<file path="src/logic/riomc_regs.vh">
// Register map, field positions, reset values and timing for the IO/operation/mode register bank
//
// Function
// - IO config 2 bit 6 set switches off the digital supply regulator.
// - IO config 2 bit 4 pulls serial output down when selected and undriven.
// - IO config 2 bit 3 pulls serial output down while deselected.
// - IO config 2 bit 2 raises serial output drive strength for 1.8 V supply.
// - IO config 2 bit 0 ramps transmitter slowly, at least 10 us 10-90 percent.
// - IO config 2 and operation control reset to zero at power-up only.
// - Operation control bit 7 enables oscillator and regulator, ready state.
// - Operation control bit 6 enables or disables receive operation.
// - Operation control bit 5 selects both receive channels or one channel.
// - With both channels, bit 4 selects automatic or manual channel choice.
// - Bit 3 enables transmit; set by field-on, cleared after transmission in mode code 0000, either role.
// - Operation control bit 2 puts device into wake-up mode.
// - Mode register bit 7 selects initiator or target role.
// - Mode bits 6..3 hold operating mode code, default 0001.
// - Initiator codes select active, A, B, 212/424, type 1, subcarrier, BPSK.
// - Target codes 0000 bit rate detection, 0001 active normal mode.
// - Unsupported role and mode code disables transmit and receive.
// - Mode bit 0 starts response collision avoidance on external field off.
// - Mode register resets at power-up and on set-default command.
`ifndef RIOMC_REGS_VH
`define RIOMC_REGS_VH

// ------------------------------------------------------------
// Register indices (byte address is four times the index)
// ------------------------------------------------------------
`define RIOMC_IDX_IO_CONFIG_SECOND  6'h01
`define RIOMC_IDX_OPERATION_CONTROL 6'h02
`define RIOMC_IDX_MODE_DEFINITION   6'h03
`define RIOMC_IDX_STATUS            6'h04

// ------------------------------------------------------------
// Writable masks and reset values
// ------------------------------------------------------------
`define RIOMC_IO2_MASK   8'hdd
`define RIOMC_OPC_MASK   8'hfc
`define RIOMC_MODE_MASK  8'hf9
`define RIOMC_IO2_RST    8'h00
`define RIOMC_OPC_RST    8'h00
`define RIOMC_MODE_RST   8'h08

// ------------------------------------------------------------
// Field positions
// ------------------------------------------------------------
`define RIOMC_IO2_SUPPLY_RANGE  7
`define RIOMC_IO2_REG_OFF       6
`define RIOMC_IO2_PD_SELECTED   4
`define RIOMC_IO2_PD_DESELECTED 3
`define RIOMC_IO2_DRIVE_HIGH    2
`define RIOMC_IO2_SLOW_RAMP     0
`define RIOMC_OPC_READY         7
`define RIOMC_OPC_RX_EN         6
`define RIOMC_OPC_ONE_CHANNEL   5
`define RIOMC_OPC_MANUAL_CHAN   4
`define RIOMC_OPC_TX_EN         3
`define RIOMC_OPC_WAKEUP        2
`define RIOMC_MODE_TARGET       7
`define RIOMC_MODE_CODE_MSB     6
`define RIOMC_MODE_CODE_LSB     3
`define RIOMC_MODE_AUTO_CA      0

// ------------------------------------------------------------
// Operating mode codes
// ------------------------------------------------------------
`define RIOMC_OM_ACTIVE     4'h0
`define RIOMC_OM_TYPE_A     4'h1
`define RIOMC_OM_TYPE_B     4'h2
`define RIOMC_OM_CARD_2XX   4'h3
`define RIOMC_OM_TYPE1_TAG  4'h4
`define RIOMC_OM_SUBCARRIER 4'he
`define RIOMC_OM_BPSK       4'hf

// ------------------------------------------------------------
// Timing
// ------------------------------------------------------------
`define RIOMC_CLK_MHZ        40
`define RIOMC_SLOW_RAMP_US   10
`define RIOMC_SLOW_RAMP_CYC  (`RIOMC_SLOW_RAMP_US * `RIOMC_CLK_MHZ)

`endif

</file>
<file path="src/logic/riomc_ramp.v">
// Transmitter ramp controller: immediate or slow rise of the transmit drive
`timescale 1ns/100ps
module riomc_ramp #(
	parameter STEPS     = 8,
	parameter SLOW_CYC  = 400
) (
	// Clock and reset
	input  wire       clk,
	input  wire       srst,
	// Control
	input  wire       tx_on,
	input  wire       slow,
	// Drive level, 0 to STEPS
	output reg  [3:0] level_r,
	output reg        full_r
);
	// Rounded up so the full rise never beats the least ramp time
	localparam [15:0] STEP_CYC = (SLOW_CYC + STEPS - 1) / STEPS;

	reg [15:0] div_r;
	wire       tick = (div_r == 16'h0001);

	always @(posedge clk) begin
		if (srst) begin
			div_r   <= 16'h0000;
			level_r <= 4'h0;
			full_r  <= 1'b0;
		end else begin
			if (!tx_on) begin
				level_r <= 4'h0;
				div_r   <= STEP_CYC;
			end else if (!slow) begin
				level_r <= STEPS[3:0];
			end else if (level_r != STEPS[3:0]) begin
				if (tick) begin
					level_r <= level_r + 4'h1;
					div_r   <= STEP_CYC;
				end else begin
					div_r <= div_r - 16'h0001;
				end
			end
			full_r <= tx_on && (level_r == STEPS[3:0]);
		end
	end
endmodule // riomc_ramp

</file>
<file path="src/logic/riomc_top.v">
// IO configuration, operation control and mode definition register bank
//
// Register access over Wishbone was decided locally.
`timescale 1ns/100ps
`include "riomc_regs.vh"
module riomc_top #(
	parameter RAMP_STEPS = 8
) (
	// Clock and reset
	input  wire        clk,
	input  wire        srst,
	// Wishbone slave
	input  wire        wb_cyc_i,
	input  wire        wb_stb_i,
	input  wire        wb_we_i,
	input  wire [7:0]  wb_adr_i,
	input  wire [3:0]  wb_sel_i,
	input  wire [31:0] wb_dat_i,
	output reg  [31:0] wb_dat_o,
	output reg         wb_ack_o,
	output reg         wb_err_o,
	// Device events (same clock)
	input  wire        set_default_cmd,
	input  wire        field_on_cmd,
	input  wire        tx_done,
	input  wire        ext_field_off,
	input  wire        xtal_stable,
	// Serial port pin states
	input  wire        sdo_chip_select_n,
	input  wire        sdo_driving,
	// Power and analog control
	output reg         digital_supply_rail_off_r,
	output reg         supply_range_select_r,
	output reg         osc_regulator_en_r,
	output reg         ready_r,
	output reg         sdo_pulldown_en_r,
	output reg         sdo_drive_high_r,
	// Receiver and transmitter control
	output reg         rx_active_r,
	output reg         rx_one_channel_r,
	output reg         rx_manual_choice_r,
	output reg         tx_active_r,
	output reg  [3:0]  tx_ramp_level_r,
	output reg         wakeup_enable_r,
	// Mode
	output reg         target_role_r,
	output reg  [3:0]  operating_mode_code_r,
	output reg         mode_supported_r,
	output reg         collision_avoid_start_r
);
	// ------------------------------------------------------------
	// Registers
	// ------------------------------------------------------------
	reg [7:0] io_config_second_r;
	reg [7:0] operation_control_r;
	reg [7:0] mode_definition_r;
	reg [7:0] io_config_second_nxt;
	reg [7:0] operation_control_nxt;
	reg [7:0] mode_definition_nxt;
	reg       ca_pending_r;
	// Chip select comes from the host pin, so it is brought in over two stages
	reg       cs_n_meta_r;
	reg       cs_n_sync_r;

	always @(posedge clk) begin
		if (srst) begin
			cs_n_meta_r <= 1'b1;
			cs_n_sync_r <= 1'b1;
		end else begin
			cs_n_meta_r <= sdo_chip_select_n;
			cs_n_sync_r <= cs_n_meta_r;
		end
	end

	// ------------------------------------------------------------
	// Helpers
	// ------------------------------------------------------------
	function [7:0] merge;
		input [7:0] old_v;
		input [7:0] new_v;
		input [7:0] mask;
		begin
			merge = (new_v & mask) | (old_v & ~mask);
			merge = merge & mask;
		end
	endfunction

	function supported;
		input       targ;
		input [3:0] code;
		begin
			if (!targ) begin
				case (code)
					`RIOMC_OM_ACTIVE, `RIOMC_OM_TYPE_A, `RIOMC_OM_TYPE_B,
					`RIOMC_OM_CARD_2XX, `RIOMC_OM_TYPE1_TAG,
					`RIOMC_OM_SUBCARRIER, `RIOMC_OM_BPSK: supported = 1'b1;
					default: supported = 1'b0;
				endcase
			end else begin
				case (code)
					`RIOMC_OM_ACTIVE, `RIOMC_OM_TYPE_A: supported = 1'b1;
					default: supported = 1'b0;
				endcase
			end
		end
	endfunction

	// ------------------------------------------------------------
	// Bus decode
	// ------------------------------------------------------------
	wire       req    = wb_cyc_i && wb_stb_i && !wb_ack_o && !wb_err_o;
	wire [5:0] idx    = wb_adr_i[7:2];
	wire       hit_io = (idx == `RIOMC_IDX_IO_CONFIG_SECOND);
	wire       hit_op = (idx == `RIOMC_IDX_OPERATION_CONTROL);
	wire       hit_md = (idx == `RIOMC_IDX_MODE_DEFINITION);
	wire       hit_st = (idx == `RIOMC_IDX_STATUS);
	wire       mapped = hit_io || hit_op || hit_md || hit_st;
	wire       wr_b0  = req && wb_we_i && wb_sel_i[0];

	wire       code_ok = supported(mode_definition_r[`RIOMC_MODE_TARGET],
		mode_definition_r[`RIOMC_MODE_CODE_MSB:`RIOMC_MODE_CODE_LSB]);
	wire [3:0] ramp_level;
	wire       ramp_full;

	// ------------------------------------------------------------
	// Next register values
	// ------------------------------------------------------------
	always @* begin
		io_config_second_nxt  = io_config_second_r;
		operation_control_nxt = operation_control_r;
		mode_definition_nxt   = mode_definition_r;
		if (wr_b0 && hit_io)
			io_config_second_nxt = merge(io_config_second_r, wb_dat_i[7:0],
				`RIOMC_IO2_MASK);
		if (wr_b0 && hit_op)
			operation_control_nxt = merge(operation_control_r, wb_dat_i[7:0],
				`RIOMC_OPC_MASK);
		if (wr_b0 && hit_md)
			mode_definition_nxt = merge(mode_definition_r, wb_dat_i[7:0],
				`RIOMC_MODE_MASK);
		if (tx_done && (mode_definition_r[`RIOMC_MODE_CODE_MSB:`RIOMC_MODE_CODE_LSB]
				== `RIOMC_OM_ACTIVE))
			operation_control_nxt[`RIOMC_OPC_TX_EN] = 1'b0;
		// field-on set wins over any clear
		if (field_on_cmd)
			operation_control_nxt[`RIOMC_OPC_TX_EN] = 1'b1;
		if (set_default_cmd)
			mode_definition_nxt = `RIOMC_MODE_RST;
	end

	// ------------------------------------------------------------
	// Register state and bus answer
	// ------------------------------------------------------------
	always @(posedge clk) begin
		if (srst) begin
			io_config_second_r  <= `RIOMC_IO2_RST;
			operation_control_r <= `RIOMC_OPC_RST;
			mode_definition_r   <= `RIOMC_MODE_RST;
			wb_ack_o            <= 1'b0;
			wb_err_o            <= 1'b0;
			wb_dat_o            <= 32'h0000_0000;
		end else begin
			io_config_second_r  <= io_config_second_nxt;
			operation_control_r <= operation_control_nxt;
			mode_definition_r   <= mode_definition_nxt;
			wb_ack_o            <= req && mapped;
			wb_err_o            <= req && !mapped;
			wb_dat_o            <= 32'h0000_0000;
			if (req && !wb_we_i) begin
				if (hit_io)
					wb_dat_o[7:0] <= io_config_second_r & `RIOMC_IO2_MASK;
				if (hit_op)
					wb_dat_o[7:0] <= operation_control_r & `RIOMC_OPC_MASK;
				if (hit_md)
					wb_dat_o[7:0] <= mode_definition_r & `RIOMC_MODE_MASK;
				if (hit_st)
					wb_dat_o[7:0] <= {ready_r, rx_active_r, tx_active_r,
						ramp_full, mode_supported_r, ca_pending_r,
						collision_avoid_start_r, wakeup_enable_r};
			end
		end
	end

	// ------------------------------------------------------------
	// Transmit ramp
	// ------------------------------------------------------------
	wire tx_request = operation_control_r[`RIOMC_OPC_TX_EN] && code_ok &&
		ready_r;

	// slow ramp at least the minimum rise time
	riomc_ramp #(
		.STEPS    (RAMP_STEPS),
		.SLOW_CYC (`RIOMC_SLOW_RAMP_CYC)
	) u_ramp (
		.clk     (clk),
		.srst    (srst),
		.tx_on   (tx_request),
		.slow    (io_config_second_r[`RIOMC_IO2_SLOW_RAMP]),
		.level_r (ramp_level),
		.full_r  (ramp_full)
	);

	// ------------------------------------------------------------
	// Control outputs
	// ------------------------------------------------------------
	always @(posedge clk) begin
		if (srst) begin
			digital_supply_rail_off_r <= 1'b0;
			supply_range_select_r     <= 1'b0;
			osc_regulator_en_r        <= 1'b0;
			ready_r                   <= 1'b0;
			sdo_pulldown_en_r         <= 1'b0;
			sdo_drive_high_r          <= 1'b0;
			rx_active_r               <= 1'b0;
			rx_one_channel_r          <= 1'b0;
			rx_manual_choice_r        <= 1'b0;
			tx_active_r               <= 1'b0;
			tx_ramp_level_r           <= 4'h0;
			wakeup_enable_r           <= 1'b0;
			target_role_r             <= 1'b0;
			operating_mode_code_r     <= 4'h1;
			mode_supported_r          <= 1'b1;
			collision_avoid_start_r   <= 1'b0;
			ca_pending_r              <= 1'b0;
		end else begin
			digital_supply_rail_off_r <= io_config_second_r[`RIOMC_IO2_REG_OFF];
			supply_range_select_r     <= io_config_second_r[`RIOMC_IO2_SUPPLY_RANGE];
			sdo_pulldown_en_r <=
				(io_config_second_r[`RIOMC_IO2_PD_SELECTED] &&
				!cs_n_sync_r && !sdo_driving) ||
				(io_config_second_r[`RIOMC_IO2_PD_DESELECTED] &&
				cs_n_sync_r);
			sdo_drive_high_r <= io_config_second_r[`RIOMC_IO2_DRIVE_HIGH];
			// oscillator and regulator, ready once stable
			osc_regulator_en_r <= operation_control_r[`RIOMC_OPC_READY];
			ready_r <= operation_control_r[`RIOMC_OPC_READY] && xtal_stable;
			rx_active_r <= operation_control_r[`RIOMC_OPC_RX_EN] && code_ok &&
				ready_r;
			rx_one_channel_r <= operation_control_r[`RIOMC_OPC_ONE_CHANNEL];
			// manual choice only with both channels
			rx_manual_choice_r <= !operation_control_r[`RIOMC_OPC_ONE_CHANNEL] &&
				operation_control_r[`RIOMC_OPC_MANUAL_CHAN];
			tx_active_r     <= tx_request;
			tx_ramp_level_r <= ramp_level;
			wakeup_enable_r <= operation_control_r[`RIOMC_OPC_WAKEUP];
			target_role_r <= mode_definition_r[`RIOMC_MODE_TARGET];
			operating_mode_code_r <=
				mode_definition_r[`RIOMC_MODE_CODE_MSB:`RIOMC_MODE_CODE_LSB];
			mode_supported_r <= code_ok;
			// one pulse per field-off while armed
			collision_avoid_start_r <= ext_field_off &&
				mode_definition_r[`RIOMC_MODE_AUTO_CA];
			// Sticky until next set-up write, shows a sequence was started
			if (ext_field_off && mode_definition_r[`RIOMC_MODE_AUTO_CA])
				ca_pending_r <= 1'b1;
			else if (wr_b0 && hit_md)
				ca_pending_r <= 1'b0;
		end
	end
endmodule // riomc_top

</file>
<file path="config.mk">
export PLATFORM = sky130hd
export DESIGN_NAME = riomc_top
export DESIGN_NICKNAME = d
export VERILOG_FILES = /design/src/logic/riomc_ramp.v /design/src/logic/riomc_top.v
export VERILOG_INCLUDE_DIRS = /design/src /design/src/logic
export SDC_FILE = /design/constraint.sdc
export NUM_CORES = 1
export LEC_CHECK = 0
export ABC_AREA = 1
export ABC_CLOCK_PERIOD_IN_PS = 2300
export BUFFER_PORTS_ARGS = -buffer_cell sky130_fd_sc_hd__buf_2
export CORE_ASPECT_RATIO = 1.25
export CORE_UTILIZATION = 35
export DETAILED_ROUTE_END_ITERATION = 6
export PLACE_DENSITY = 0.67
export SYNTH_ARGS = -nofsm -noshare
export SYNTH_HDL_FRONTEND = slang
export SYNTH_SLANG_ARGS = --single-unit
</file>
<file path="constraint.sdc">
create_clock -name clk -period 2.3 [get_ports clk]
set_input_delay 0.345 -clock clk [delete_from_list [all_inputs] [get_ports clk]]
set_output_delay 0.345 -clock clk [all_outputs]
set_load 0.005 [all_outputs]
</file>
==> impl_metrics.env <==
export IMPL_yosys_warnings=0
export IMPL_synth_largest_area_cell="dfxtp_1"
export IMPL_dp_cells=603
export IMPL_netlist_instances=431
export IMPL_ys_seq_area_share_pct=45.7
export IMPL_end_kind="flop"
export IMPL_n_antenna_cell=0
export IMPL_yosysUniqueCellTypes=31
export IMPL_multiInputGateArea_um2=1430
export IMPL_gr_usage_all_layers_pct=16.2
export IMPL_layout_drive_gt1_share_pct=19.5
export IMPL_run_status="finished, final reports clean"
export IMPL_postCtsSetupRepairBufs=0
export IMPL_cts_root_buf="clkbuf_8"
export IMPL_leakage_nw=1.71
export IMPL_grt_start_max_net_pins=28
export IMPL_drtIter0Drc=157
export IMPL_ys_top_cells_by_count="dfxtp_1, nand2_1, nor2_1"
export IMPL_critical_path_class="flop to flop"
export IMPL_htreeDepth=3
export IMPL_min_period_over_period_pct=73.6
export IMPL_required_ns=2.54
export IMPL_detailed_place_hpwl_mm=5.38
export IMPL_dieHeight_um=110
export IMPL_grt_pass1_vias=2662
export IMPL_worstHoldPathType="input port to flop"
export IMPL_wl_per_cell_um=11.6
export IMPL_syn_area_per_cell_um2=7.52
export IMPL_synth_flop_cell="dfxtp_1"
export IMPL_path_depth=10
export IMPL_setup_violations=0
export IMPL_grt_pass1_wl_mm=12.0
export IMPL_maxSlewViolCount=0
export IMPL_core_um2=8840
export IMPL_critPathBufInv=1
export IMPL_cts_tree="built"
export IMPL_num_vias=2822
export IMPL_tns_ns=0
export IMPL_synth_top_area_share_pct=45.7
export IMPL_netlist_top_cells_area="dfxtp_1, nand2_1, nor2_1"
export IMPL_firstDrtPassIters=4
export IMPL_cpPeakStageDelay_ns=0.41
export IMPL_crit_arrival_ns=1.93
export IMPL_synth_seq_cells=74
export IMPL_period_minus_slack_ns=1.69
export IMPL_vias_per_cell=4.57
export IMPL_antenna_found_initial=0
export IMPL_fmax_mhz=591
export IMPL_synth_area_um2=3240
export IMPL_regArea_um2=1480
export IMPL_holdPathStages=2
export IMPL_die_w_um=88.0
export IMPL_detail_route_wirelength_mm=7.16
export IMPL_fin_total_pwr_mw=2.55
export IMPL_post_route_util_pct=42.9
export IMPL_overflow=0
export IMPL_reg2reg_depth=10
export IMPL_ios=112
export IMPL_placementRows=38
export IMPL_worstPathCellList="inv_1 -> ha_1 -> nand2_1 -> nor2_1 -> nor2_4 -> nand3_2 -> nor2_2 -> nand3_1 -> nand2_1 -> nor2_1"
export IMPL_insertion_delay_ns=0.35
export IMPL_yosysMostFrequentCell="dfxtp_1"
export IMPL_drc=0
export IMPL_power_density_nw_per_um2=672
export IMPL_n_fill_cell=935
export IMPL_gp_congestion=0.810
export IMPL_ant_nets=0
export IMPL_start_util_pct=36.6
export IMPL_crit_fanout=6
export IMPL_dieArea_um2=9650
export IMPL_skew_ns=0.0131
export IMPL_finalNonFillerCells=618
export IMPL_rsz0062_at_grt="false"
export IMPL_peakVddDrop_uv=352
export IMPL_post_cts_resized=0
export IMPL_async_reset_ff_share_pct=0
export IMPL_cap_violations=0
export IMPL_cpMaxStageDelayCell="dfxtp_1"
export IMPL_area_delta_synth_final_pct=17.0
export IMPL_hold_buffers=0
export IMPL_hold_viol=0
export IMPL_critPathLaunchType="flop"
export IMPL_clkSinkCount=74
export IMPL_synth_edf_count=0
export IMPL_io_buffers=57
export IMPL_nets=554
export IMPL_cts_max_path_buffers=2
export IMPL_cts_made_buffers=9
export IMPL_cp_top_family="simple AND/OR/NAND/NOR gates"
export IMPL_clkTransAtPathRegs_ns=0.08
-- path summary, 6_finish.rpt --
kind / startpoint / to / slack [ns]
worst max register to register: u_ramp.level_r[0]$_SDFFE_PP0P_ / u_ramp.div_r[14]$_SDFFE_PP0P_ / 0.61
worst min-delay path: sdo_chip_select_n / cs_n_meta_r$_SDFF_PP1_ / 0.18
worst max-delay path: u_ramp.level_r[0]$_SDFFE_PP0P_ / u_ramp.div_r[14]$_SDFFE_PP0P_ / 0.61
worst min register to register: cs_n_meta_r$_SDFF_PP1_ / cs_n_sync_r$_SDFF_PP1_ / 0.41
-- layout by cell type, fill, tap and decap left out --
| master | synthesis | final |
|---|---|---|
| a211oi_1 | 1 | 1 |
| a21oi_1 | 35 | 35 |
| a21oi_2 | 1 | 1 |
| a22oi_1 | 1 | 1 |
| a31o_2 | 1 | 1 |
| a31oi_1 | 1 | 1 |
| buf_2 | 2 | 57 |
| buf_4 | 25 | 3 |
| bufinv_16 | 0 | 2 |
| clkbuf_8 | 0 | 11 |
| clkinvlp_4 | 0 | 2 |
| conb_1 | 1 | 24 |
| dfxtp_1 | 74 | 74 |
| ha_1 | 4 | 4 |
| inv_1 | 50 | 50 |
| inv_2 | 1 | 1 |
| nand2_1 | 72 | 72 |
| nand2_2 | 3 | 3 |
| nand3_1 | 19 | 19 |
| nand3_2 | 4 | 4 |
| nand3b_1 | 2 | 2 |
| nand4_1 | 9 | 9 |
| nor2_1 | 72 | 72 |
| nor2_2 | 6 | 6 |
| nor2_4 | 4 | 4 |
| nor3_1 | 4 | 4 |
| o211ai_1 | 1 | 1 |
| o21ai_0 | 24 | 24 |
| or2_2 | 2 | 2 |
| xnor2_1 | 1 | 1 |
| xor2_1 | 7 | 7 |
-- per-stage QoR --
step           worst slack (ns)  hold WS (ns)  area (µm²)
2_1_floorplan             0.876         0.389        3330
3_3_place_gp              0.644         0.392        3560
3_5_place_dp              0.615         0.400        3560
4_1_cts                   0.615         0.162        3790
5_1_grt                   0.409         0.169        3790
6_report                  0.608         0.181        3790
-- power by group --
group | internal (mW) | switching, mW
Sequential | 1.29 | 0.00595
Clock | 0.664 | 0.486
Combinational | 0.0360 | 0.0657
Total | 1.99 | 0.558
-- cells by family (layout without fill, tap and decap cells) --
family / after synthesis / count (layout) / synth area share, %
AND/OR/NAND/NOR: 197 / 197 / 27.2
buffers and inverters: 82 / 126 / 12.7
XOR/XNOR: 8 / 8 / 2.16
adder cells (fa/ha/maj): 4 / 4 / 1.55
other: 1 / 24 / 0.116
flip-flops: 74 / 74 / 45.7
AO/OA/AOI/OAI: 65 / 65 / 10.5
-- routing by layer --
metal | vias to the layer above | global-route usage, % | share of wire [%]
met1 | 1282 | 19.5 | 44
li1 | 1446 | - | -
met2 | 79 | 27.2 | 49
met5 | - | 0 | 0
met3 | 15 | 3.08 | 4.5
met4 | 0 | 8.18 | 2.4
-- registers in the layout, summed over array words and instances (netlist names), 4 cells and up --
name,cells
wb_dat_o,8
mode_definition_r,6
u_ramp.level_r,4
operating_mode_code_r,4
io_config_second_r,6
u_ramp.div_r,16
operation_control_r,6
tx_ramp_level_r,4
-- final cells by class --
type / count / area share [%]
clock buffers: 11 / 3.99
clock inverters: 4 / 1.98
inverters: 51 / 5.05
multi-input cells: 298 / 37.8
flip-flops and latches: 74 / 39.1
well taps: 120 / 3.96
repair buffers: 60 / 8.12
Power figures use the tool's default switching activity.
